--- config.mk ---
export PLATFORM = sky130hd
export DESIGN_NAME = pcstk_core
export DESIGN_NICKNAME = d
export VERILOG_FILES = /design/src/common/pcstk_pkg.sv /design/src/rtl/pcstk_core.sv /design/src/rtl/pcstk_stack_mem.sv
export SDC_FILE = /design/constraint.sdc
export NUM_CORES = 1
export LEC_CHECK = 0
export BUFFER_PORTS_ARGS = -buffer_cell sky130_fd_sc_hd__clkbuf_2
export CORE_MARGIN = 2
export CORE_UTILIZATION = 35
export CTS_BUF_LIST = sky130_fd_sc_hd__clkbuf_4 sky130_fd_sc_hd__clkbuf_8
export CTS_CLUSTER_DIAMETER = 30
export DETAILED_ROUTE_END_ITERATION = 12
export GPL_TIMING_DRIVEN = 0
export MAX_ROUTING_LAYER = met4
export PLACE_DENSITY_LB_ADDON = 0.05
export SLEW_MARGIN = 20
export SYNTH_ARGS = -nofsm -noshare
export SYNTH_HDL_FRONTEND = slang
export SYNTH_SLANG_ARGS = --single-unit
--- constraint.sdc ---
create_clock -name clk -period 3.9 [get_ports clk]
set_clock_uncertainty 0.05 [all_clocks]
set_input_delay 0.195 -clock clk [delete_from_list [all_inputs] [get_ports clk]]
set_output_delay 0.195 -clock clk [all_outputs]
set_load 0.02 [all_outputs]
--- src/common/pcstk_pkg.sv ---
// Shared constants, operation codes and carriers for the program counter and return stack.
package pcstk_pkg;

  // ****************************************
  // Widths
  // ****************************************
  localparam int PC_W = 15;
  localparam int ADDR_W = 12;
  localparam int OPND_W = 11;
  localparam int BRA_W = 9;
  localparam int STACK_DEPTH = 16;
  localparam int SP_W = 5;

  // ****************************************
  // Register offsets
  // ****************************************
  localparam logic [ADDR_W-1:0] OFF_PC_LOW = 12'hfd0;
  localparam logic [ADDR_W-1:0] OFF_PC_HIGH_LATCH = 12'hfd1;
  localparam logic [ADDR_W-1:0] OFF_EVENT_STATUS = 12'hfd2;
  localparam logic [ADDR_W-1:0] OFF_EVENT_MASK = 12'hfd3;
  localparam logic [ADDR_W-1:0] OFF_STACK_CFG = 12'hfd4;
  localparam logic [ADDR_W-1:0] OFF_STATUS_FLAGS_SHADOW = 12'hfe4;
  localparam logic [ADDR_W-1:0] OFF_WORK_REG_SHADOW = 12'hfe5;
  localparam logic [ADDR_W-1:0] OFF_BANK_SELECT_SHADOW = 12'hfe6;
  localparam logic [ADDR_W-1:0] OFF_PC_HIGH_LATCH_SHADOW = 12'hfe7;
  localparam logic [ADDR_W-1:0] OFF_INDIRECT0_LOW_SHADOW = 12'hfe8;
  localparam logic [ADDR_W-1:0] OFF_INDIRECT0_HIGH_SHADOW = 12'hfe9;
  localparam logic [ADDR_W-1:0] OFF_INDIRECT1_LOW_SHADOW = 12'hfea;
  localparam logic [ADDR_W-1:0] OFF_INDIRECT1_HIGH_SHADOW = 12'hfeb;
  localparam logic [ADDR_W-1:0] OFF_RETURN_STACK_POINTER = 12'hfed;
  localparam logic [ADDR_W-1:0] OFF_TOP_OF_STACK_LOW = 12'hfee;
  localparam logic [ADDR_W-1:0] OFF_TOP_OF_STACK_HIGH = 12'hfef;

  // ****************************************
  // Reset values and field positions
  // ****************************************
  localparam logic [PC_W-1:0] PC_RESET = 15'h0000;
  localparam logic [6:0] PC_HIGH_LATCH_RESET = 7'h00;
  localparam logic [SP_W-1:0] SP_EMPTY = 5'h1f;
  localparam logic [SP_W-1:0] SP_TOP = 5'h0f;
  localparam logic [SP_W-1:0] SP_BOTTOM = 5'h00;
  localparam int EV_OVF = 0;
  localparam int EV_UNF = 1;
  localparam int CFG_STACK_OVERFLOW_RESET_ENABLE = 0;
  localparam logic [1:0] EVENT_RESET = 2'h0;
  localparam logic CFG_STACK_OVERFLOW_RESET_ENABLE_RESET = 1'b1;

  // ****************************************
  // Operations and carriers
  // ****************************************
  typedef enum logic [3:0] {
    PCSTK_OP_NONE = 4'h0,
    PCSTK_OP_ADVANCE = 4'h1,
    PCSTK_OP_CALL = 4'h2,
    PCSTK_OP_CALL_INDIRECT_W = 4'h3,
    PCSTK_OP_BRW = 4'h4,
    PCSTK_OP_BRA = 4'h5,
    PCSTK_OP_RETURN = 4'h6,
    PCSTK_OP_RETLIT = 4'h7,
    PCSTK_OP_RETINT = 4'h8,
    PCSTK_OP_IRQ = 4'h9
  } pcstk_op_e;

  typedef struct packed {
    pcstk_op_e op;
    logic [OPND_W-1:0] operand;
    logic [7:0] w;
  } pcstk_op_s;

  typedef struct packed {
    logic [2:0] status;
    logic [7:0] w;
    logic [4:0] bsr;
    logic [15:0] fsr0;
    logic [15:0] fsr1;
  } pcstk_ctx_s;

endpackage

--- src/rtl/pcstk_core.sv ---
// Program counter loading, return stack, context shadows and their register port.
//
// How it works
// [RULE1] Fifteen-bit program counter; low byte is a register, high bits come from the latch.
// [RULE2] Any reset clears the whole program counter.
// [RULE3] Writing the low byte loads bits 14:8 from the latch at the same moment.
// [RULE4] A direct call loads eleven operand bits and latch bits 6:3 on top.
// [RULE5] An indirect call loads the low byte from W and high byte from latch.
// [RULE6] Relative branch by W adds W unsigned to the incremented counter.
// [RULE7] Relative branch by literal adds the signed operand to the incremented counter.
// [RULE8] Sixteen entries of fifteen bits, outside program and data space.
// [RULE9] Calls and interrupt entry push; the three return kinds pop.
// [RULE10] Pushes and pops never alter the high latch; return from interrupt reloads it from its shadow here.
// [RULE11] With the reset option off the stack wraps around circularly.
// [RULE12] Overflow and underflow flags are set whatever the reset option.
// [RULE13] Top-of-stack registers read and write the entry chosen by the pointer.
// [RULE14] Pointer is five bits; empty is 0x1f; first push selects entry zero.
// [RULE15] A push increments then writes; a pop reads then decrements.
// [RULE16] With the reset option on, overflow or underflow resets the device.
// [RULE17] Interrupt entry saves the context into shadows; return from interrupt restores it.
// [RULE18] Shadows keep their contents across reset; undefined after power-up.
//
// Local design decision: strobed register access.
`timescale 1ns/1ps
module pcstk_core #(
  parameter logic [14:0] IRQ_VECTOR = 15'h0004
) (
  input wire logic clk,
  input wire logic nrst,
  input wire pcstk_pkg::pcstk_op_s op_req,
  input wire pcstk_pkg::pcstk_ctx_s ctx_in,
  input wire logic [pcstk_pkg::ADDR_W-1:0] reg_addr,
  input wire logic [7:0] reg_wdata,
  input wire logic reg_wr,
  input wire logic reg_rd,
  output logic [7:0] reg_rdata,
  output logic [pcstk_pkg::PC_W-1:0] pc_out,
  output logic ctx_restore_valid,
  output pcstk_pkg::pcstk_ctx_s ctx_restore,
  output logic device_reset_req,
  output logic irq
);
  import pcstk_pkg::*;

  // ****************************************
  // State
  // ****************************************
  logic [PC_W-1:0] pc_reg;
  logic [PC_W-1:0] pc_next;
  logic [6:0] pc_high_latch_reg;
  logic [SP_W-1:0] sp_reg;
  logic [SP_W-1:0] sp_next;
  logic [1:0] event_reg;
  logic [1:0] mask_reg;
  logic stack_overflow_reset_enable_reg;
  logic [7:0] rdata_reg;
  logic restore_reg;
  logic reset_req_reg;
  logic irq_reg;
  logic [2:0] status_shadow_reg;
  logic [7:0] w_shadow_reg;
  logic [4:0] bsr_shadow_reg;
  logic [6:0] pc_high_latch_shadow_reg;
  logic [15:0] fsr0_shadow_reg;
  logic [15:0] fsr1_shadow_reg;

  // ****************************************
  // Operation decode
  // ****************************************
  logic is_push;
  logic is_pop;
  logic ovf;
  logic unf;
  logic trap;
  logic [SP_W-1:0] sp_push;
  logic [SP_W-1:0] sp_pop;
  logic [PC_W-1:0] pc_inc;
  logic [PC_W-1:0] tos_data;
  logic mem_wr;
  logic [3:0] mem_idx;
  logic [PC_W-1:0] mem_wdata;
  logic wr_pcl;
  logic wr_pc_high_latch;
  logic wr_sp;
  logic wr_top_of_stack_low;
  logic wr_top_of_stack_high;

  function automatic logic bus_hit(input logic strobe, input logic [ADDR_W-1:0] addr,
                                   input logic [ADDR_W-1:0] off);
    bus_hit = strobe && (addr == off);
  endfunction

  assign is_push = (op_req.op == PCSTK_OP_CALL) || (op_req.op == PCSTK_OP_CALL_INDIRECT_W) ||
                   (op_req.op == PCSTK_OP_IRQ); // RULE9
  assign is_pop = (op_req.op == PCSTK_OP_RETURN) || (op_req.op == PCSTK_OP_RETLIT) ||
                  (op_req.op == PCSTK_OP_RETINT); // RULE9
  assign ovf = is_push && (sp_reg == SP_TOP);
  assign unf = is_pop && (sp_reg == SP_EMPTY);
  assign trap = stack_overflow_reset_enable_reg && (ovf || unf); // RULE16
  // Bit 4 is dropped so the seventeenth push lands on entry zero again.
  assign sp_push = {1'b0, sp_reg[3:0] + 4'h1}; // RULE11 RULE14
  assign sp_pop = (sp_reg == SP_BOTTOM) ? SP_EMPTY : {1'b0, sp_reg[3:0] - 4'h1}; // RULE14
  assign pc_inc = pc_reg + 15'h0001;
  assign wr_pcl = bus_hit(reg_wr, reg_addr, OFF_PC_LOW);
  assign wr_pc_high_latch = bus_hit(reg_wr, reg_addr, OFF_PC_HIGH_LATCH);
  assign wr_sp = bus_hit(reg_wr, reg_addr, OFF_RETURN_STACK_POINTER);
  assign wr_top_of_stack_low = bus_hit(reg_wr, reg_addr, OFF_TOP_OF_STACK_LOW);
  assign wr_top_of_stack_high = bus_hit(reg_wr, reg_addr, OFF_TOP_OF_STACK_HIGH);

  // ****************************************
  // Return stack storage
  // ****************************************
  always_comb begin
    mem_wr = 1'b0;
    mem_idx = sp_reg[3:0];
    mem_wdata = tos_data;
    if (is_push && !trap) begin
      mem_wr = 1'b1; // RULE15
      mem_idx = sp_push[3:0];
      mem_wdata = pc_reg;
    end else if (wr_top_of_stack_low) begin
      mem_wr = 1'b1; // RULE13
      mem_wdata = {tos_data[14:8], reg_wdata};
    end else if (wr_top_of_stack_high) begin
      mem_wr = 1'b1; // RULE13
      mem_wdata = {reg_wdata[6:0], tos_data[7:0]};
    end
  end

  pcstk_stack_mem #(
    .DEPTH(STACK_DEPTH),
    .WIDTH(PC_W)
  ) u_stack ( // RULE8
    .clk(clk),
    .wr_en(mem_wr),
    .wr_idx(mem_idx),
    .wr_data(mem_wdata),
    .rd_idx(sp_reg[3:0]),
    .rd_data(tos_data)
  );

  // ****************************************
  // Program counter
  // ****************************************
  always_comb begin
    pc_next = pc_reg;
    unique case (op_req.op)
      PCSTK_OP_NONE: pc_next = pc_reg;
      PCSTK_OP_ADVANCE: pc_next = pc_inc;
      PCSTK_OP_CALL: pc_next = {pc_high_latch_reg[6:3], op_req.operand}; // RULE4
      PCSTK_OP_CALL_INDIRECT_W: pc_next = {pc_high_latch_reg, op_req.w}; // RULE5
      PCSTK_OP_BRW: pc_next = pc_inc + {7'h00, op_req.w}; // RULE6
      PCSTK_OP_BRA: pc_next = pc_inc + {{6{op_req.operand[8]}}, op_req.operand[8:0]}; // RULE7
      PCSTK_OP_RETURN, PCSTK_OP_RETLIT, PCSTK_OP_RETINT: pc_next = tos_data; // RULE15
      PCSTK_OP_IRQ: pc_next = IRQ_VECTOR;
      default: pc_next = pc_reg;
    endcase
    if (wr_pcl) begin
      pc_next = {pc_high_latch_reg, reg_wdata}; // RULE3
    end
    if (trap) begin
      pc_next = PC_RESET; // RULE16
    end
  end

  always_ff @(posedge clk) begin
    if (!nrst) begin
      pc_reg <= PC_RESET; // RULE2
    end else begin
      pc_reg <= pc_next; // RULE1
    end
  end

  always_ff @(posedge clk) begin
    if (!nrst) begin
      pc_high_latch_reg <= PC_HIGH_LATCH_RESET;
    end else if (wr_pc_high_latch) begin
      pc_high_latch_reg <= reg_wdata[6:0]; // RULE1 RULE10
    end else if (op_req.op == PCSTK_OP_RETINT) begin
      pc_high_latch_reg <= pc_high_latch_shadow_reg; // RULE17
    end
  end

  // ****************************************
  // Stack pointer
  // ****************************************
  always_comb begin
    sp_next = sp_reg;
    if (trap) begin
      sp_next = SP_EMPTY; // RULE16
    end else if (is_push) begin
      sp_next = sp_push; // RULE15
    end else if (is_pop) begin
      sp_next = sp_pop; // RULE15
    end else if (wr_sp) begin
      sp_next = reg_wdata[4:0]; // RULE13
    end
  end

  always_ff @(posedge clk) begin
    if (!nrst) begin
      sp_reg <= SP_EMPTY; // RULE14
    end else begin
      sp_reg <= sp_next;
    end
  end

  // ****************************************
  // Stack events, mask and interrupt
  // ****************************************
  always_ff @(posedge clk) begin
    if (!nrst) begin
      event_reg <= EVENT_RESET;
    end else begin
      // A new event wins over a clear written in the same cycle.
      event_reg[EV_OVF] <= ovf || (event_reg[EV_OVF] &&
                           !(bus_hit(reg_wr, reg_addr, OFF_EVENT_STATUS) && reg_wdata[EV_OVF])); // RULE12
      event_reg[EV_UNF] <= unf || (event_reg[EV_UNF] &&
                           !(bus_hit(reg_wr, reg_addr, OFF_EVENT_STATUS) && reg_wdata[EV_UNF])); // RULE12
    end
  end

  always_ff @(posedge clk) begin
    if (!nrst) begin
      mask_reg <= EVENT_RESET;
      stack_overflow_reset_enable_reg <= CFG_STACK_OVERFLOW_RESET_ENABLE_RESET;
    end else begin
      if (bus_hit(reg_wr, reg_addr, OFF_EVENT_MASK)) begin
        mask_reg <= reg_wdata[1:0];
      end
      if (bus_hit(reg_wr, reg_addr, OFF_STACK_CFG)) begin
        stack_overflow_reset_enable_reg <= reg_wdata[CFG_STACK_OVERFLOW_RESET_ENABLE];
      end
    end
  end

  always_ff @(posedge clk) begin
    if (!nrst) begin
      irq_reg <= 1'b0;
      reset_req_reg <= 1'b0;
      restore_reg <= 1'b0;
    end else begin
      irq_reg <= |(event_reg & mask_reg);
      reset_req_reg <= trap; // RULE16
      restore_reg <= (op_req.op == PCSTK_OP_RETINT); // RULE17
    end
  end

  // ****************************************
  // Context shadows
  // ****************************************
  // No reset branch: contents survive every reset and start undefined.
  always_ff @(posedge clk) begin
    if (op_req.op == PCSTK_OP_IRQ) begin
      status_shadow_reg <= ctx_in.status; // RULE17 RULE18
      w_shadow_reg <= ctx_in.w;
      bsr_shadow_reg <= ctx_in.bsr;
      pc_high_latch_shadow_reg <= pc_high_latch_reg;
      fsr0_shadow_reg <= ctx_in.fsr0;
      fsr1_shadow_reg <= ctx_in.fsr1;
    end else if (reg_wr) begin
      unique case (reg_addr)
        OFF_STATUS_FLAGS_SHADOW: status_shadow_reg <= reg_wdata[2:0];
        OFF_WORK_REG_SHADOW: w_shadow_reg <= reg_wdata;
        OFF_BANK_SELECT_SHADOW: bsr_shadow_reg <= reg_wdata[4:0];
        OFF_PC_HIGH_LATCH_SHADOW: pc_high_latch_shadow_reg <= reg_wdata[6:0];
        OFF_INDIRECT0_LOW_SHADOW: fsr0_shadow_reg[7:0] <= reg_wdata;
        OFF_INDIRECT0_HIGH_SHADOW: fsr0_shadow_reg[15:8] <= reg_wdata;
        OFF_INDIRECT1_LOW_SHADOW: fsr1_shadow_reg[7:0] <= reg_wdata;
        OFF_INDIRECT1_HIGH_SHADOW: fsr1_shadow_reg[15:8] <= reg_wdata;
        default: ;
      endcase
    end
  end

  // ****************************************
  // Register read port
  // ****************************************
  always_ff @(posedge clk) begin
    if (!nrst) begin
      rdata_reg <= 8'h00;
    end else if (reg_rd) begin
      unique case (reg_addr)
        OFF_PC_LOW: rdata_reg <= pc_reg[7:0];
        OFF_PC_HIGH_LATCH: rdata_reg <= {1'b0, pc_high_latch_reg};
        OFF_EVENT_STATUS: rdata_reg <= {6'h00, event_reg};
        OFF_EVENT_MASK: rdata_reg <= {6'h00, mask_reg};
        OFF_STACK_CFG: rdata_reg <= {7'h00, stack_overflow_reset_enable_reg};
        OFF_STATUS_FLAGS_SHADOW: rdata_reg <= {5'h00, status_shadow_reg};
        OFF_WORK_REG_SHADOW: rdata_reg <= w_shadow_reg;
        OFF_BANK_SELECT_SHADOW: rdata_reg <= {3'h0, bsr_shadow_reg};
        OFF_PC_HIGH_LATCH_SHADOW: rdata_reg <= {1'b0, pc_high_latch_shadow_reg};
        OFF_INDIRECT0_LOW_SHADOW: rdata_reg <= fsr0_shadow_reg[7:0];
        OFF_INDIRECT0_HIGH_SHADOW: rdata_reg <= fsr0_shadow_reg[15:8];
        OFF_INDIRECT1_LOW_SHADOW: rdata_reg <= fsr1_shadow_reg[7:0];
        OFF_INDIRECT1_HIGH_SHADOW: rdata_reg <= fsr1_shadow_reg[15:8];
        OFF_RETURN_STACK_POINTER: rdata_reg <= {3'h0, sp_reg};
        OFF_TOP_OF_STACK_LOW: rdata_reg <= tos_data[7:0]; // RULE13
        OFF_TOP_OF_STACK_HIGH: rdata_reg <= {1'b0, tos_data[14:8]}; // RULE13
        default: rdata_reg <= 8'h00;
      endcase
    end else begin
      rdata_reg <= 8'h00;
    end
  end

  // ****************************************
  // Outputs
  // ****************************************
  assign reg_rdata = rdata_reg;
  assign pc_out = pc_reg;
  assign irq = irq_reg;
  assign device_reset_req = reset_req_reg;
  assign ctx_restore_valid = restore_reg;
  assign ctx_restore = '{status: status_shadow_reg, w: w_shadow_reg, bsr: bsr_shadow_reg,
                         fsr0: fsr0_shadow_reg, fsr1: fsr1_shadow_reg};
endmodule

--- src/rtl/pcstk_stack_mem.sv ---
// Return stack storage: one write port and one asynchronous read port.
`timescale 1ns/1ps
module pcstk_stack_mem #(
  parameter int DEPTH = 16,
  parameter int WIDTH = 15
) (
  input wire logic clk,
  input wire logic wr_en,
  input wire logic [$clog2(DEPTH)-1:0] wr_idx,
  input wire logic [WIDTH-1:0] wr_data,
  input wire logic [$clog2(DEPTH)-1:0] rd_idx,
  output logic [WIDTH-1:0] rd_data
);

  // The entries hold no reset value; they are undefined until written.
  logic [WIDTH-1:0] entry_mem [DEPTH];

  always_ff @(posedge clk) begin
    if (wr_en) begin
      entry_mem[wr_idx] <= wr_data;
    end
  end

  assign rd_data = entry_mem[rd_idx];

endmodule

* Yosys cells after proc, flatten, opt, wreduce, memory -nomap -nowiden *
Memories as Yosys holds them, arrays and structs flattened. A register that Yosys moved wholly into a read port is not among the register bits.
Cells that the tools add are included.

operators by class
  add/sub/neg operators = 5
  multiplexer cells = 40
  equal/unequal tests = 27
  bitwise gates (word level) = 2
  reduce and logical (&&, ||, !) cells = 51

operators with widths
  cell                                           count
  == test 12 bit, second input constant          16
  case mux 8 bit (16 select lines)               1
  case mux 15 bit (7 select lines)               1
  2-to-1 mux 16 bit                              4
  2-to-1 mux 15 bit                              4
  2-to-1 mux 8 bit                               7
  2-to-1 mux 5 bit                               7
  2-to-1 mux 7 bit                               5
  nonzero test 2 bit                             10
  AND reduction 2 bit                            9
  == test 4 x 3 -> 1 bit, second input constant  4
  logical AND 1 bit                              16
  adder 15 x 1 -> 15 bit, second input constant  1
  adder 15 bit                                   1
  adder 15 x 8 -> 15 bit                         1
  2-to-1 mux 4 bit                               3
  2-to-1 mux 3 bit                               3
  == test 4 x 2 -> 1 bit, second input constant  2
  == test 4 bit, second input constant           2
  nonzero test 8 bit                             1
  logical OR 1 bit                               7
  == test 5 x 4 -> 1 bit, second input constant  1
  == test 5 bit, second input constant           1
  zero test 5 bit                                1
  10 further kinds                               17

storage, ports and cells
  memories = 1
  output and inout port bits = 74
  bits in registers = 98
  memory bits (writable) = 240

memory list
  memory             words  bits a word  rd ports  clocked after memory_dff  wr ports  line                   source
  u_stack.entry_mem  16     15           1         1                         1         pcstk_stack_mem.sv:16  logic [WIDTH-1:0] entry_mem [DEPTH];

* Depth between registers and ports, before layout *
Gate-level depths: netlist of the first run.

  depth in word-level cells = 11
  depth in mapped cells = 15
  depth with buffers taken out = 13

* By module *
Synthesis of the first run repeated with hierarchy kept, for this count alone.

unflattened totals
  cells, all modules = 1,277
  area, all modules = 16,393.2 um2

by module, submodules not included
  module           area each (um2)  cells an instance  instances
  pcstk_stack_mem  9,146.3          391                1
  pcstk_core       7,247.0          886                1

* Worst setup path before layout of the first run *
No wires, ideal clock.

  path type = reg-to-reg
  start point = register pc_reg[0] (netlist: pc_out[0])
  end point = register pc_reg[14] (netlist: pc_out[14])
  library setup time = 120 ps
  period minus slack after synthesis = 3,341 ps
  stages on the path, launching flop included = 15
  slack = 559 ps
  buffers on the path = 3
  arrival time = 3,171 ps
  path through = dfxtp_1 -> clkbuf_1 -> nand2_1 -> or4_1 -> clkbuf_1 -> nor2_1 -> xor2_1 -> ha_1 -> clkbuf_1 -> and4_1 -> a221oi_1 -> o21ai_0 -> xor2_1 -> a211oi_1 -> nor2_1

between the ends
  longest elaborated chain between the ends = 4

ends and longest elaborated chain
  element                                                        line                                  source
  start, declared                                                pcstk_core.sv:48                      logic [PC_W-1:0] pc_reg;
  start signal, assigned                                         pcstk_core.sv:170                     pc_reg <= pc_next;
  adder 15 x 1 -> 15 bit (*)                                     pcstk_core.sv:103                     assign pc_inc = pc_reg + 15'h0001;
  adder 15 bit / adder 15 x 8 -> 15 bit (equally long branches)  pcstk_core.sv:153, pcstk_core.sv:152
  case mux 15 bit (7 select lines) (*)                           pcstk_core.sv:147                     unique case (op_req.op)
  2-to-1 mux 15 bit (*)                                          pcstk_core.sv:158                     if (wr_pcl) begin

Every way passes the cells marked *; elsewhere a longest branch is shown, timed or not.
A chain may end at the register's enable or synchronous reset.

==> results of run 1 <==
## through the flow
| step | cells | hold slack (ns) | total power, uW |
|---|---|---|---|
| after global placement | 2037 | 0.4188 | 5885 |
| after detailed placement | 2055 | 0.4186 | 5954 |
| final | 2265 | 0.06751 | 10860 |
| after global routing | 2265 | 0.08757 | 11260 |
| after floorplan | 1266 | 0.2168 | 5274 |
| after CTS | 2265 | 0.03369 | 10950 |
## metal layers
metal / global-route usage, % / vias up
met4: 6.603 / 0
met5: - / -
met1: 31.68 / 6256
met3: 4.249 / 90
li1: - / 5602
met2: 39.06 / 416
## cell families (layout without fill, tap and decap cells)
kind of cell    after synthesis  count (layout)  share of synthesized area, %
mux                         146             146                         14.87
other cells                   0               1                             0
compound gates              247             247                         9.808
simple gates                391             391                         10.37
fa+ha+maj                    19              19                         1.486
xor+xnor                     25              25                         1.326
buf+inv                      96             487                         2.782
flops                       342             342                         59.36
## cell usage in the layout (no fill, tap or decap), drive strengths merged, types with 17 or more instances in the layout
master / count
clkbuf: 302
edfxtp: 295
nand2: 206
nor2: 87
mux4: 72
o21ai: 64
dlygate4sd3: 58
mux2i: 57
buf: 52
a21oi: 49
dfxtp: 47
clkinv: 33
nand3: 25
inv: 21
a22oi: 19
xnor2: 19
ha: 18
o22ai: 18
mux2: 17
## report_power, final
part	internal [uW]	leakage [uW]	switching, uW
clock	3100	0.000984	1830
combinational	583	0.00369	1030
sequential	4240	0.00305	76.8
## final cells by class
| type | instances | area, sq um |
|---|---|---|
| timing repair buffer | 240 | 1689 |
| buffer | 77 | 396.6 |
| multi-input combinational | 828 | 6405 |
| tap | 607 | 759.5 |
| clock buffer | 95 | 1245 |
| fill | 4384 | 25500 |
| clock inverter | 57 | 683.2 |
| inverter | 18 | 67.56 |
| sequential | 342 | 9803 |
| antenna | 1 | 2.502 |
## repair_timing
item,4_1_cts,5_1_grt
buffers inserted,0,0
endpoints found under the hold margin,65,0
resized for setup,0,12
hold buffers,58,0
endpoints found under the setup margin,0,3
## worst paths after layout
check                                                          end  slack, ns
worst max register to register  u_stack.entry_mem[14][8]$_DFFE_PP_       0.21
worst min-delay path                      mask_reg[0]$_SDFFE_PN0P_       0.07
worst max-delay path            u_stack.entry_mem[14][8]$_DFFE_PP_       0.21
worst min register to register            mask_reg[0]$_SDFFE_PN0P_       0.45
## worst min-delay path, stage by stage
cell,delay (ns)
clkbuf_2,0.09
or3_1,0.09
buf_4,0.16
o21ai_0,0.09
a21oi_1,0.11
==> flow_summary.rst, run 1 <==
.. list-table::
   :header-rows: 1

   * - Metric
     - Value
   * - Amount of wire on met3 after detailed routing
     - 3105 um
   * - Worst path setup slack after routing
     - 0.2108 ns
   * - DRC marker count from the first detailed-route iteration
     - 1051
   * - Static power due to leakage
     - 0.007723 uW
   * - Sequential share of the synthesized area
     - 59.36%
   * - Distinct cell type count after synthesis
     - 71
   * - Final number of max-transition violations
     - 0
   * - Actual slew at the worst max-slew pin
     - 1.114 ns
   * - Final Hold Viols
     - 0
   * - Cell with the largest stage delay on the worst path
     - a21oi_1
   * - Biggest area contributors in the synthesized netlist
     - edfxtp_1 (54%), mux4_2 (7.2%), dfxtp_1 (5.7%)
   * - Master cell of the clock root buffer
     - clkbuf_8
   * - Fmax
     - 271.1 MHz
   * - Portion of synthesized cell area occupied by the leading cell type
     - 53.66%
   * - Non-Filler Cell Area, Final
     - 0.02105 sq mm
   * - CTS H-tree lvls
     - 3
   * - Cell area after technology mapping
     - 0.01651 sq mm
   * - Most frequent cell after synthesis
     - edfxtp_1
   * - Number of failing setup endpoints in the final timing report
     - 0
   * - Standard cell area after detailed placement
     - 0.01852 sq mm
   * - Dominant register cell in the synthesized netlist
     - edfxtp_1
   * - Cell accounting for the most synthesized area
     - edfxtp_1
   * - Pre-CTS setup slack
     - -0.1010 ns
   * - Share of the clock period used by the worst path after layout
     - 94.60%
   * - Result of the run
     - finished clean
   * - Insertion delay of the later-clocked pin in the worst-skew pair
     - 0.67 ns
   * - TritonCTS clock tree
     - done
   * - Worst setup SP type
     - flip-flop
   * - Initial antenna violation count
     - 1
   * - Post-Synthesis Mean Instance Area
     - 13.04 sq um
   * - # nets final
     - 1703
   * - Yosys Warn Count
     - 0
   * - Endpoint arrival time on the critical path
     - 3.99 ns
   * - Cell area power density
     - 515.7 mW/mm^2
   * - Via count
     - 12360
   * - Wire length of the first global-routing pass
     - 84260 um
   * - Ratio of cells with drive above 1 in the final layout
     - 27.88%
   * - Post-synth net total
     - 1380
   * - CP Cell Sequence
     - buf_1 > buf_2 > a211oi_1 > a21oi_1 > mux2i_1 > o21ai_2
   * - Most instantiated cells after synthesis
     - edfxtp_1 (295), nand2_1 (206), nor2_1 (84)
   * - Starting utilization of the core area
     - 35.46%
   * - Gr usage total
     - 24.25%
   * - Total Routed Length
     - 58250 um
   * - Number of top-level pins
     - 169
   * - Crit path required time
     - 4.20 ns
   * - Clock sink count
     - 342
   * - Largest register FFs
     - 240
   * - Post-route met1 wirelength
     - 25440 um
   * - Port-buffer cells
     - 164
   * - Top delay family on crit path
     - compound AO/OA/AOI/OAI gates
   * - Total core area
     - 0.04656 sq mm
   * - Maximum cell stage delay along the critical path
     - 0.78 ns
   * - Worst path buffer plus inverter count
     - 2
   * - Area growth from synthesis to layout
     - 27.52%
   * - Initial DRT Pass Iterations
     - 5
   * - Gate count of the mapped netlist
     - 1266
   * - TritonCTS Buffers
     - 82
   * - Share of async-settable or async-resettable flops after synthesis
     - 0%
   * - Minimum clock period
     - 3.689 ns
   * - Number of synthesized register bits
     - 342
   * - Sum of negative setup slack
     - 0 ns
   * - DR top layer
     - met4
   * - Final GP Congestion
     - 0.8898
   * - VDD IR max
     - 0.0004429 V
   * - Estimated wirelength of the detail-placed design
     - 40710 um
   * - Beginning of the worst hold path
     - reg_addr[2]
   * - Placement Rows
     - 79
   * - Wire length on met2
     - 28390 um
   * - Normalized max-slew margin
     - 25.71%
   * - Wire length per cell
     - 25.72 um
   * - Largest fanout on the critical path
     - 16
   * - Clock-pin slew on the worst setup and hold paths
     - 0.06 ns
   * - Utilization of the core after routing
     - 45.22%
   * - Number of global-route vias before repair
     - 12400
   * - Post-detailed-route via-to-cell ratio
     - 5.459
   * - Number of enable flip-flop cells after synthesis
     - 295
   * - Bufs on Longest Clock Path
     - 3
   * - Die area
     - 0.04892 sq mm
   * - Unrepaired setup endpoints after global routing
     - no
   * - Worst Reg-to-Reg Cells
     - 6
   * - Vertical die dimension
     - 221.2 um
   * - Detailed-route DRC error count
     - 0
   * - Worst hold path cell count
     - 5
   * - Total congestion overflow after global routing
     - 0
   * - Maximum number of pins on one net before global-route repair
     - 17
   * - Number of routed nets with antenna violations
     - 0
   * - Endpoint kind of the worst setup timing path
     - flip-flop
   * - Stages on the worst setup path
     - 6
   * - Max cap viols
     - 0
   * - Hold/Removal Path Class
     - in2reg
   * - Chip width
     - 221.2 um
   * - Critical path class
     - reg2reg
Power figures use the tool's default switching activity.
==> run 2, diff against run 1 <==
- CORE_ASPECT_RATIO: unset -> 1.5
==> run 2 against run 1 <==
Net effect: die area hardly changed; non-clock buffer count is 4 lower; core utilization is 1.1 points lower; clock power is 16% lower; register-to-register slack worse by 0.06 ns; sequential power hardly changed; global-route usage is 0.85 points higher; power is 7.0% lower; cell area is 2.3% lower.
==> flow_summary.rst, run 2 (synthesis results as in run 1) <==
.. list-table::
   :header-rows: 1

   * - Metric
     - Value
   * - Placement Rows
     - 97
   * - TritonCTS clock tree
     - done
   * - Wire length per cell
     - 26.99 um
   * - Sum of negative setup slack
     - 0 ns
   * - Number of top-level pins
     - 169
   * - Clock sink count
     - 342
   * - Total congestion overflow after global routing
     - 0
   * - CP Cell Sequence
     - buf_2 > nand2_1 > or4_1 > clkbuf_1 > nor2_2 > xor2_1 > ha_1 > clkbuf_1 > and4_1 > a221oi_1 > o21ai_1 > xor2_1 > a211oi_1 > nor2_1
   * - Result of the run
     - finished clean
   * - Normalized max-slew margin
     - 28.44%
   * - Total Routed Length
     - 59970 um
   * - Most common cell after layout, fill and taps aside
     - edfxtp_1
   * - CTS H-tree lvls
     - 3
   * - Wire length of the first global-routing pass
     - 85670 um
   * - Detailed-route DRC error count
     - 0
   * - Number of routed nets with antenna violations
     - 0
   * - Initial antenna violation count
     - 1
   * - Utilization of the core after routing
     - 44.13%
   * - Clock-pin slew on the worst setup and hold paths
     - 0.06 ns
   * - Most frequent cells in the layout
     - edfxtp_1 (295), nand2_1 (206), clkbuf_2 (164)
   * - Cell area power density
     - 491.0 mW/mm^2
   * - Endpoint kind of the worst setup timing path
     - flip-flop
   * - Fmax
     - 266.5 MHz
   * - Die area
     - 0.04896 sq mm
   * - Top delay family on crit path
     - simple AND/OR/NAND/NOR gates
   * - Vertical die dimension
     - 270.0 um
   * - Crit path required time
     - 4.36 ns
   * - Max cap viols
     - 0
   * - Hold/Removal Path Class
     - in2reg
   * - VDD IR max
     - 0.0002568 V
   * - Via count
     - 12340
   * - Initial DRT Pass Iterations
     - 5
   * - # nets final
     - 1686
   * - Ratio of cells with drive above 1 in the final layout
     - 26.92%
   * - Chip width
     - 181.3 um
   * - Bufs on Longest Clock Path
     - 3
   * - Final GP Congestion
     - 0.9242
   * - Starting utilization of the core area
     - 35.42%
   * - Share of the clock period used by the worst path after layout
     - 96.23%
   * - Critical path class
     - reg2reg
   * - Minimum clock period
     - 3.753 ns
   * - Maximum number of pins on one net before global-route repair
     - 17
   * - Unrepaired setup endpoints after global routing
     - no
   * - Actual slew at the worst max-slew pin
     - 1.066 ns
   * - Port-buffer cells
     - 164
   * - Final Hold Viols
     - 0
   * - Total core area
     - 0.04660 sq mm
   * - Final number of max-transition violations
     - 0
   * - Area growth from synthesis to layout
     - 24.59%
   * - Worst setup SP type
     - flip-flop
   * - Worst path buffer plus inverter count
     - 3
   * - Estimated wirelength of the detail-placed design
     - 42810 um
   * - Endpoint arrival time on the critical path
     - 4.22 ns
   * - WHS
     - 0.04653 ns
   * - Largest register FFs
     - 240
   * - Static power due to leakage
     - 0.007494 uW
   * - Cell with the largest stage delay on the worst path
     - or4_1
   * - Master cell of the clock root buffer
     - clkbuf_8
   * - TritonCTS Buffers
     - 69
   * - Largest fanout on the critical path
     - 9
   * - Maximum cell stage delay along the critical path
     - 0.51 ns
   * - Number of global-route vias before repair
     - 12670
   * - Gr usage total
     - 25.10%
   * - Number of failing setup endpoints in the final timing report
     - 0
   * - DRC marker count from the first detailed-route iteration
     - 876
   * - Insertion delay of the later-clocked pin in the worst-skew pair
     - 0.63 ns
   * - Post-detailed-route via-to-cell ratio
     - 5.554
[run 2: metrics by stage]
stage | setup WS [ns] | instance area [sq um] | std cells | total power [uW]
finish | 0.1472 | 20570 | 2222 | 10100
global route | 0.004308 | 20570 | 2222 | 10460
CTS | 0.002743 | 20530 | 2220 | 10190
detailed placement | -0.1696 | 18420 | 2040 | 5980
global placement | -0.4949 | 18070 | 2024 | 5894
floorplan | 0.5593 | 16510 | 1266 | 5274
[run 2: metal layers]
layer  up-vias  track usage, %  wire (um)
met2       455           44.60      31790
met5         -               -          0
met3       155           3.479       2547
met4         0           13.18       3137
li1       5549               -          -
met1      6182           27.12      22490
[run 2: layout make-up]
class / instances / area [sq um]
clock inverter: 44 / 493.0
antenna: 1 / 2.502
clock buffer: 82 / 1066
buffer: 77 / 394.1
multi-input combinational: 828 / 6409
tap: 594 / 743.2
sequential: 342 / 9803
fill: 4482 / 26040
timing repair buffer: 236 / 1589
inverter: 18 / 67.56
[run 2: worst paths after layout]
kind | endpoint | from | cells after the start | slack, ns
setup reg to reg | pc_out[14]$_SDFFE_PP0P_ | pc_out[0]$_SDFFE_PP0P_ | 14 | 0.15
setup / recovery | pc_out[14]$_SDFFE_PP0P_ | pc_out[0]$_SDFFE_PP0P_ | 14 | 0.15
hold / removal | mask_reg[0]$_SDFFE_PN0P_ | reg_wdata[0] | 3 | 0.05
hold reg to reg | mask_reg[0]$_SDFFE_PN0P_ | mask_reg[0]$_SDFFE_PN0P_ | 2 | 0.46
[run 2: report_power, final]
group          switching (uW)  total [uW]  internal [uW]  leakage (uW)
Clock                    1740        4150           2410      0.000783
Sequential               82.1        4310           4230       0.00305
Combinational            1050        1630            588       0.00366
[run 2: worst min-delay path: stages]
cell,delay [ns]
clkbuf_1,0.28
nand2_1,0.13
a21oi_1,0.06
[run 2: repair_timing]
item / 4_1_cts / 5_1_grt
endpoints found under the hold margin: 58 / 0
endpoints found under the setup margin: 2 / 4
pin swaps: 0 / 2
gates resized for setup: 3 / 9
hold buffers: 54 / 0
setup buffers: 0 / 2
==> run 3, diff against run 2 <==
==> constraint.sdc (replaced) <==
create_clock -name clk -period 3.9 [get_ports clk]
set_clock_uncertainty 0.05 [all_clocks]
set_input_delay 0.39 -clock clk [delete_from_list [all_inputs] [get_ports clk]]
set_output_delay 0.39 -clock clk [all_outputs]
set_load 0.02 [all_outputs]
==> run 3 against run 2 <==
Net effect: die area unchanged; flip-flop and latch count unchanged; non-clock buffer count down 5; fmax decreased by 0.58%; combinational power about the same; first-iteration DRC count increased by 0.23%; sequential share of layout area is 0.12 points higher; power about the same; core utilization decreased by 0.11 points; global-route usage is the same; sequential power hardly changed; cell count down 0.23%.
==> flow_summary.rst, run 3 (synthesis results as in run 1) <==
.. list-table::
   :header-rows: 1

   * - Metric
     - Value
   * - Largest register FFs
     - 240
   * - Hold/Removal Path Class
     - in2reg
   * - VDD IR max
     - 0.0002569 V
   * - Clock network power share
     - 41.2%
   * - Static power due to leakage
     - 0.007473 uW
   * - Met2 Usage GRT
     - 44.60%
   * - Share of the clock period used by the worst path after layout
     - 96.79%
   * - WHS
     - 0.1346 ns
   * - CTS H-tree lvls
     - 3
   * - Wire length per cell
     - 27.02 um
   * - Critical path class
     - reg2reg
   * - Initial DRT Pass Iterations
     - 5
   * - Maximum number of pins on one net before global-route repair
     - 17
   * - Number of routed nets with antenna violations
     - 0
   * - Bufs on Longest Clock Path
     - 3
   * - FF-to-FF setup slack
     - 0.13 ns
   * - Post-detailed-route via-to-cell ratio
     - 5.558
   * - Insertion delay of the later-clocked pin in the worst-skew pair
     - 0.63 ns
   * - Master cell of the clock root buffer
     - clkbuf_8
   * - Most frequent cells in the layout
     - edfxtp_1 (295), nand2_1 (206), clkbuf_2 (164)
   * - Final number of max-transition violations
     - 0
   * - Total core area
     - 0.04660 sq mm
   * - Maximum cell stage delay along the critical path
     - 0.51 ns
   * - Wire length of the first global-routing pass
     - 85670 um
   * - Result of the run
     - finished clean
   * - TritonCTS Buffers
     - 69
   * - Cell with the largest stage delay on the worst path
     - or4_1
   * - Via count
     - 12320
   * - Number of failing setup endpoints in the final timing report
     - 0
   * - Worst path setup slack after routing
     - 0.1254 ns
   * - Largest fanout on the critical path
     - 9
   * - # nets final
     - 1681
   * - Die area
     - 0.04896 sq mm
   * - Number of global-route vias before repair
     - 12670
   * - Met3 Use GR
     - 3.519%
   * - Vertical die dimension
     - 270.0 um
   * - Most congested layer reported by global routing
     - met2
   * - Met1 track demand over resource
     - 27.09%
   * - Detailed-route DRC error count
     - 0
   * - Sw frac
     - 28.46%
   * - TritonCTS clock tree
     - done
   * - Max cap viols
     - 0
   * - Total congestion overflow after global routing
     - 0
   * - Final Hold Viols
     - 0
   * - Most common cell after layout, fill and taps aside
     - edfxtp_1
   * - CP Cell Sequence
     - buf_2 > nand2_1 > or4_1 > clkbuf_1 > nor2_2 > xor2_1 > ha_1 > clkbuf_1 > and4_1 > a221oi_1 > o21ai_1 > xor2_1 > a211oi_1 > nor2_1
   * - Gr usage total
     - 25.10%
   * - Clock sink count
     - 342
   * - Internal power component
     - 7226 uW
   * - Minimum clock period
     - 3.775 ns
   * - Cell area power density
     - 492.3 mW/mm^2
   * - Endpoint arrival time on the critical path
     - 4.24 ns
   * - Net switching power
     - 2875 uW
   * - Final GP Congestion
     - 0.9242
   * - Utilization of the core after routing
     - 44.02%
   * - Actual slew at the worst max-slew pin
     - 1.031 ns
   * - DRC marker count from the first detailed-route iteration
     - 878
   * - Estimated wirelength of the detail-placed design
     - 42810 um
   * - Endpoint kind of the worst setup timing path
     - flip-flop
   * - Part of the total power dissipated in combinational logic
     - 16.1%
   * - Fmax
     - 264.9 MHz
   * - Total Routed Length
     - 59910 um
   * - Area growth from synthesis to layout
     - 24.28%
   * - Pre-CTS setup slack
     - -0.3646 ns
   * - Ratio of cells with drive above 1 in the final layout
     - 27.00%
   * - Clock-pin slew on the worst setup and hold paths
     - 0.05 ns
   * - Starting utilization of the core area
     - 35.42%
   * - Normalized max-slew margin
     - 30.83%
   * - Chip width
     - 181.3 um
   * - Unrepaired setup endpoints after global routing
     - no
   * - Port-buffer cells
     - 164
   * - Part of the total power dissipated in sequential elements
     - 42.7%
   * - Placement Rows
     - 97
   * - Number of top-level pins
     - 169
   * - Crit path required time
     - 4.37 ns
   * - Worst setup SP type
     - flip-flop
   * - Initial antenna violation count
     - 1
[run 3: cell types whose count changed in the layout (fill, tap and decap cells not counted), sizes merged]
cell and delta:
dlygate4sd3 -5
[run 3: final timing paths]
path                                  from  depth (start not counted)                                end
setup reg to reg    pc_out[0]$_SDFFE_PP0P_                         14            pc_out[14]$_SDFFE_PP0P_
hold reg to reg   mask_reg[0]$_SDFFE_PN0P_                          2           mask_reg[0]$_SDFFE_PN0P_
hold / removal                reg_wdata[4]                          3  pc_high_latch_reg[4]$_SDFFE_PN0P_
setup / recovery    pc_out[0]$_SDFFE_PP0P_                         14            pc_out[14]$_SDFFE_PP0P_
[run 3: power groups by stage]
stage	Sequential [uW]	Combinational [uW]	Clock [uW]
after floorplan	4390	884	0
after global placement	4400	1490	0
after detailed placement	4380	1600	0
after CTS	4310	1640	4240
after global routing	4320	1730	4410
final	4310	1630	4160
[run 3: repair_timing]
item                                   4_1_cts  5_1_grt
pin swaps                                    0        2
gates resized for setup                      3        9
buffers inserted                             0        2
endpoints found under the hold margin       49        0
setup endpoints to repair                    2        4
hold buffers                                49        0
[run 3: cell type report]
class                   instances  area [sq um]
clock buffers                  82          1066
multi-input cells             828          6409
clock inverters                44         493.0
well taps                     594         743.2
repair buffers                231          1539
flip-flops and latches        342          9803
diodes                          1         2.502
plain buffers                  77         394.1
inverters                      18         67.56
fillers                      4485         26090
[run 3: through the flow]
| stage | cells | power (uW) | setup TNS (ns) | cell area (sq um) |
|---|---|---|---|---|
| floorplan | 1266 | 5274 | 0 | 16510 |
| global placement | 2024 | 5894 | -200.00 | 18070 |
| detailed placement | 2040 | 5980 | -1.386 | 18420 |
| CTS | 2215 | 10190 | 0 | 20480 |
| global route | 2217 | 10460 | 0 | 20520 |
| finish | 2217 | 10100 | 0 | 20520 |
[run 3: routing by layer]
metal / vias to the layer above / wire length [um] / part of all wire (%)
met5: - / 0 / 0
met4: 0 / 3197 / 5.3
met3: 154 / 2648 / 4.4
met2: 453 / 31770 / 53
met1: 6175 / 22300 / 37
li1: 5541 / - / -
[run 3: critical path, delay by kind of cell (launching register included)]
kind | cells | cell delay [ns]
compound gates | 3 | 0.70
xor+xnor | 2 | 0.44
fa+ha+maj | 1 | 0.27
buf+inv | 3 | 0.69
flops | 1 | 0.46
simple gates | 5 | 1.04
